===== src/core/adc_select_map.svh =====
// Register offsets, field positions and reset values of the input selector
`ifndef ADC_SELECT_MAP_SVH
`define ADC_SELECT_MAP_SVH
`define OFS_CH0_SELECT    8'h00
`define OFS_SCAN_HIGH     8'h04
`define OFS_SCAN_LOW      8'h08
`define OFS_CONTROL       8'h0c
`define OFS_STATUS        8'h10
`define CH0_WRITE_MASK    16'hbfbf
`define CH0_NEG_B_BIT     15
`define CH0_POS_B_LSB     8
`define CH0_NEG_A_BIT     7
`define CH0_POS_A_LSB     0
`define CTL_ALT_BIT       0
`define CTL_SCAN_BIT      1
`define CTL_RES10_BIT     2
`define CTL_REF_LSB       3
`define CTL_WRITE_MASK    16'h003f
`define REG_RESET         16'h0000
`define CODE_UNCONNECTED  6'h3f
`define CODE_TEMPERATURE  6'h3e
`define CODE_LAST_INPUT   6'h31
`define CODE_FIRST_WIDE   6'h20
`define SCAN_OA1_BIT      5'h18
`define SCAN_OA2_BIT      5'h19
`define SCAN_OA3_BIT      5'h1a
`define CODE_OA2          6'h00
`define CODE_OA1          6'h03
`define CODE_OA3          6'h06
`define CODE_OA5          6'h19
`endif


===== src/core/adc_select_pkg.sv =====
// Types shared by the channel 0 input selector
package adc_select_pkg;
    typedef enum logic [2:0] {
        src_pin          = 3'h0,
        src_op_amp       = 3'h1,
        src_temperature  = 3'h3,
        src_unconnected  = 3'h2,
        src_low_ref      = 3'h6
    } pos_source_t;

    typedef struct packed {
        logic [7:0]  addr;
        logic [15:0] wdata;
        logic        wr;
        logic        rd;
    } bus_req_t;

    typedef struct packed {
        logic [5:0]  pos_code;
        pos_source_t pos_src;
        logic        neg_to_input1;
        logic        neg_ext_ref;
        logic        phase_b;
    } mux_sel_t;

    typedef struct packed {
        logic [15:0] ch0_select;
        logic [15:0] scan_high;
        logic [15:0] scan_low;
        logic [15:0] control;
        logic [4:0]  scan_idx;
        logic        phase_b;
        logic [15:0] rdata;
        mux_sel_t    sel;
    } state_t;
endpackage


===== src/core/adc_input_select_scan.sv =====
// Channel 0 input selector with alternate sampling and input scan
`include "adc_select_map.svh"
module adc_input_select_scan #(
    parameter bit SECOND_UNIT = 1'b0
) (
    input  wire logic                     clk,
    input  wire logic                     rst,
    input  wire logic [7:0]               addr,
    input  wire logic [15:0]              wdata,
    input  wire logic                     wr,
    input  wire logic                     rd,
    output logic      [15:0]              rdata,
    input  wire logic                     sample_done,
    input  wire logic [5:1]               op_amp_mode_bit,
    output adc_select_pkg::mux_sel_t      sel
);
    adc_select_pkg::state_t   state;
    adc_select_pkg::state_t   next_state;
    adc_select_pkg::bus_req_t req;
    logic [31:0]              mask;
    logic [5:0]               pos_a;
    logic [5:0]               pos_b;
    logic [5:0]               cur_code;
    logic                     cur_neg;
    logic                     cur_b;

    // Scan slot to input code; op amp slots land on the shared pins
    function automatic logic [5:0] scan_code(input logic [4:0] idx);
        case (idx)
            `SCAN_OA1_BIT: scan_code = `CODE_OA1;
            `SCAN_OA2_BIT: scan_code = `CODE_OA2;
            `SCAN_OA3_BIT: scan_code = `CODE_OA3;
            default:       scan_code = {1'b0, idx};
        endcase
    endfunction

    // Next set mask bit above idx, else lowest set bit
    function automatic logic [4:0] next_scan(input logic [31:0] m,
                                             input logic [4:0]  idx);
        logic [4:0] first;
        logic [4:0] above;
        logic       got_first;
        logic       got_above;
        first = 5'h00;
        above = 5'h00;
        got_first = 1'b0;
        got_above = 1'b0;
        for (int i = 0; i < 32; i++) begin
            if (m[i] && !got_first) begin
                first = 5'(i);
                got_first = 1'b1;
            end
            if (m[i] && !got_above && 5'(i) > idx) begin
                above = 5'(i);
                got_above = 1'b1;
            end
        end
        next_scan = got_above ? above : first;
    endfunction

    // Where a positive code really connects
    function automatic adc_select_pkg::pos_source_t decode(input logic [5:0] code,
                                                          input logic [5:1] opm,
                                                          input logic       res10);
        if (code == `CODE_UNCONNECTED) begin
            decode = adc_select_pkg::src_unconnected;
        end else if (code == `CODE_TEMPERATURE) begin
            decode = adc_select_pkg::src_temperature;
        end else if (code > `CODE_LAST_INPUT) begin
            decode = adc_select_pkg::src_low_ref;
        end else if (code >= `CODE_FIRST_WIDE && (SECOND_UNIT || !res10)) begin
            decode = adc_select_pkg::src_low_ref;
        end else if ((code == `CODE_OA1 && opm[1]) || (code == `CODE_OA2 && opm[2])
                     || (code == `CODE_OA3 && opm[3]) || (code == `CODE_OA5 && opm[5])) begin
            decode = adc_select_pkg::src_op_amp;
        end else begin
            decode = adc_select_pkg::src_pin;
        end
    endfunction

    // Gather the bus request and the decoded fields
    always_comb begin
        req.addr  = addr;
        req.wdata = wdata;
        req.wr    = wr;
        req.rd    = rd;
        mask  = {state.scan_high, state.scan_low};
        pos_b = state.ch0_select[`CH0_POS_B_LSB +: 6];
        pos_a = state.ch0_select[`CH0_POS_A_LSB +: 6];
        cur_b = state.control[`CTL_ALT_BIT] && state.phase_b;
        cur_neg = cur_b ? state.ch0_select[`CH0_NEG_B_BIT]
                        : state.ch0_select[`CH0_NEG_A_BIT];
        if (state.control[`CTL_SCAN_BIT] && mask != 32'h0000_0000) begin
            cur_code = scan_code(state.scan_idx);
        end else begin
            cur_code = cur_b ? pos_b : pos_a;
        end
    end

    // Next state: register writes, reads, sequencing and outputs
    always_comb begin
        next_state = state;
        next_state.rdata = 16'h0000;
        if (req.wr) begin
            case (req.addr)
                `OFS_CH0_SELECT: next_state.ch0_select = req.wdata & `CH0_WRITE_MASK;
                `OFS_SCAN_HIGH:  next_state.scan_high = req.wdata;
                `OFS_SCAN_LOW:   next_state.scan_low = req.wdata;
                `OFS_CONTROL:    next_state.control = req.wdata & `CTL_WRITE_MASK;
                default:         next_state.ch0_select = state.ch0_select;
            endcase
        end
        if (req.rd) begin
            case (req.addr)
                `OFS_CH0_SELECT: next_state.rdata = state.ch0_select;
                `OFS_SCAN_HIGH:  next_state.rdata = state.scan_high;
                `OFS_SCAN_LOW:   next_state.rdata = state.scan_low;
                `OFS_CONTROL:    next_state.rdata = state.control;
                `OFS_STATUS:     next_state.rdata = {3'h0, state.scan_idx, 1'b0,
                                                     cur_b, cur_code};
                default:         next_state.rdata = 16'h0000;
            endcase
        end
        // Sample completion advances the alternation and the scan
        if (!state.control[`CTL_ALT_BIT]) begin
            next_state.phase_b = 1'b0;
        end else if (sample_done) begin
            next_state.phase_b = !state.phase_b;
        end
        if (!state.control[`CTL_SCAN_BIT]) begin
            next_state.scan_idx = next_scan(mask, 5'h1f);
        end else if (sample_done || !mask[state.scan_idx]) begin
            next_state.scan_idx = next_scan(mask, state.scan_idx);
        end
        next_state.sel.pos_code = cur_code;
        next_state.sel.pos_src = decode(cur_code, op_amp_mode_bit,
                                        state.control[`CTL_RES10_BIT]);
        next_state.sel.neg_to_input1 = cur_neg;
        next_state.sel.neg_ext_ref = state.control[`CTL_REF_LSB + 1] &&
                                     !state.control[`CTL_REF_LSB + 2];
        next_state.sel.phase_b = cur_b;
    end

    // State register
    always_ff @(posedge clk) begin
        if (rst) begin
            state <= '0;
        end else begin
            state <= next_state;
        end
    end

    assign rdata = state.rdata;
    assign sel   = state.sel;
endmodule


===== config.mk =====
export PLATFORM = sky130hd
export DESIGN_NAME = adc_input_select_scan
export DESIGN_NICKNAME = d
export VERILOG_FILES = /design/src/core/adc_select_pkg.sv /design/src/core/adc_input_select_scan.sv
export VERILOG_INCLUDE_DIRS = /design/src /design/src/core
export SDC_FILE = /design/constraint.sdc
export NUM_CORES = 1
export LEC_CHECK = 0
export ABC_AREA = 0
export BUFFER_PORTS_ARGS = -buffer_cell sky130_fd_sc_hd__buf_2
export CAP_MARGIN = 40
export CELL_PAD_IN_SITES_DETAIL_PLACEMENT = 2
export CELL_PAD_IN_SITES_GLOBAL_PLACEMENT = 2
export CORE_MARGIN = 4
export CORE_UTILIZATION = 37
export DETAILED_ROUTE_END_ITERATION = 10
export PLACE_DENSITY = 0.84
export RECOVER_POWER = 100
export SKIP_CTS_REPAIR_TIMING = 1
export SYNTH_ARGS = -nofsm -noshare
export SYNTH_HDL_FRONTEND = slang
export SYNTH_SLANG_ARGS = --single-unit
export TNS_END_PERCENT = 50

===== constraint.sdc =====
create_clock -name clk -period 4.5 [get_ports clk]
set_input_delay 0.45 -clock clk [delete_from_list [all_inputs] [get_ports clk]]
set_output_delay 0.45 -clock clk [all_outputs]
set_load 0.02 [all_outputs]

==> impl_metrics.json <==
{
  "cts.sinks": 86,
  "crit_chain": "o21ai_0 > a32oi_1 > nand4b_2 > or4b_1 > or4b_1 > o21ai_4 > a21boi_0 > o31ai_1",
  "cts_root_buf": "clkbuf_16",
  "reg2reg_depth": 8,
  "max_cap_viol_count": 2,
  "tns_ns": 0,
  "crit_type": "register to register",
  "grt_pass1_wl_um": 39360,
  "multi_input_area_um2": 3253,
  "clockBufferDepth": 2,
  "cpMostUsedCell": "or4b_1",
  "ys_seq_area_share_pct": 31.42,
  "drt_iter0_drc": 748,
  "p_int_mw": 1.215,
  "critPathSlowestCell": "dfxtp_1",
  "cts_tree": "done",
  "ios": 62,
  "die_x_um": 129.7,
  "cp-end-kind": "register",
  "drc": 0,
  "use_met3_pct": 5.853,
  "dominantRegCellSynth": "dfxtp_1",
  "hold_path.class": "primary input to register",
  "fillCellCount": 1734,
  "synth.distinct_cells": 67,
  "p_leak_nw": 2.074,
  "cts_buffers": 9,
  "dieArea_um2": 16820,
  "powerDensity_nw_per_um2": 272.4,
  "rows": 44,
  "required_ns": 4.73,
  "hpwl_um": 17590,
  "dieHeight_um": 129.7,
  "grt_setup_unrepaired": "false",
  "syn_area_per_cell_um2": 7.547,
  "start_kind": "register",
  "skew_ns": 0.009139,
  "pwr-share-comb_pct": 5.2,
  "clockPowerShare_pct": 47.7,
  "viasPerCell": 6.673,
  "start_util_pct": 37.70,
  "worst_slew_margin_rel_pct": -117.4,
  "grtUsageTotal_pct": 30.91,
  "critPathMaxFanout": 23,
  "grt_pass1_vias": 6520,
  "synth.most_common_cell": "nand2_1",
  "drive_gt1_share_pct": 12.82,
  "nets": 762,
  "synth_top_area_share_pct": 31.42,
  "yosysWarnings": 0,
  "report.final.hold_viol_count": 0,
  "area_growth_pct": 8.838,
  "layout_setup_ws_ns": 0.5137,
  "violations": "max-capacitance violations, max-slew violations",
  "vdd_drop_max_uv": 222.1,
  "grt_remaining_overflow": 0,
  "utilization_pct": 41.03,
  "vias": 6119,
  "met1_usage_pct": 39.41,
  "gp_congestion": 0.9351,
  "top_usage_layer": "met2",
  "wire_per_inst_um": 28.12,
  "status": "finished, violations left",
  "ant_nets": 0,
  "finalCritPeriodShare_pct": 88.58,
  "switchingPower_uw": 409.7,
  "syn-cell-area_um2": 5479,
  "hold_depth": 3,
  "stdcell_area_um2": 5963,
  "coreArea_um2": 14530,
  "synthArstFlopShare_pct": 0,
  "dr.pass1.iters": 9,
  "placed_cell_area_um2": 5734,
  "setup_viol": 0,
  "swShare_pct": 25.22,
  "cp_slowest_stage_delay_ns": 0.94,
  "ys_seq_elements": 86,
  "fmax_mhz": 250.9,
  "grt_start_max_net_pins": 66,
  "place_ws_ns": 0.8856,
  "seq_area_um2": 1722,
  "synth_fp_nets": 760,
  "worstSkewPairLatency_ns": 0.36,
  "crit_arrival_ns": 4.22,
  "worst_pin_slew_ns": 3.261,
  "antenna_found_initial": 0,
  "io_buffers": 60,
  "synthTopCellsByArea": "dfxtp_1, a21oi_1, nand2_1",
  "clk_pin_slew_worst_paths_ns": 0.07,
  "h-tree-depth": 3,
  "antenna_cells": 0,
  "gr-usage-met2_pct": 50.74,
  "synth.cells.most_frequent": "nand2_1, dfxtp_1, a21oi_1",
  "netlist.top_cell.by_area": "dfxtp_1",
  "synthCells": 726,
  "p_seq_share_pct": 47.2,
  "period_needed_ns": 3.986,
  "final_max_slew_viol_count": 101,
  "synth_edf_count": 0,
  "wl_um": 25790
}
==> per-stage QoR <==
stage,power [mW],hold slack [ns],instances
final,1.625,0.3634,917
after global routing,1.668,0.3654,917
after CTS,1.632,0.3558,917
after detailed placement,0.8651,0.4845,901
after global placement,0.8588,0.4641,898
after floorplan,0.8238,0.4146,726
==> flip-flops by register name, summed over array words and instances (netlist names) <==
signal and flops:
mask 32, rdata 16, pos_a 6, state 14, sel 12, pos_b 6
==> layout by cell type (no fill, tap or decap), drive strengths merged, types with 12 or more instances in the layout <==
master  synthesis  layout
nor3           13      13
nor4           15      15
nand2          91      91
o21ai          40      40
a222oi         12      12
mux2i          18      18
nand3          66      66
dfxtp          86      86
inv            14      17
buf            41      45
clkbuf         46      45
nor2           55      55
a21oi          76      76
==> routing by layer <==
layer  vias to the layer above  part of all wire (%)
li1                       2633                     -
met1                      3098                    40
met2                       314                    48
met3                        74                   8.0
met4                         0                   4.4
met5                         -                     0
==> critical path: cells and delay by family (launching register included) <==
family	cells	cell delay, ns
DFF	1	0.94
AOI/OAI and AO/OA	5	1.40
and+or+nand+nor	3	1.51
==> kinds of logic after synthesis <==
family | count (synthesis) | synth area share (%)
and+or+nand+nor | 291 | 25.53
AOI/OAI and AO/OA | 211 | 25.12
buffers and inverters | 101 | 9.317
DFF | 86 | 31.42
muxes | 35 | 8.290
xor gates and xnor gates | 2 | 0.3198
==> area by class of cell <==
type | instances | share of cell area, %
multi-input cells | 539 | 54.55
flip-flops and latches | 86 | 28.87
repair buffers | 78 | 6.777
clock buffers | 12 | 4.469
well taps | 184 | 3.861
inverters | 14 | 0.8812
clock inverters | 4 | 0.5875
==> power by group through the flow <==
stage          Sequential [mW]  Clock [mW]  Combinational (mW)
3_5_place_dp             0.783           0              0.0817
3_3_place_gp             0.784           0              0.0750
4_1_cts                  0.766       0.783              0.0832
6_report                 0.766       0.774              0.0840
5_1_grt                  0.766       0.813              0.0894
2_1_floorplan            0.781           0              0.0432
==> path summary, 6_finish.rpt <==
path                                start  slack, ns        end
worst min register to register  state[97]       0.50  state[97]
worst min-delay path            wdata[11]       0.36   mask[27]
worst max-delay path            state[31]       0.51  state[31]
worst max register to register  state[31]       0.51  state[31]
Power figures use the tool's default switching activity.
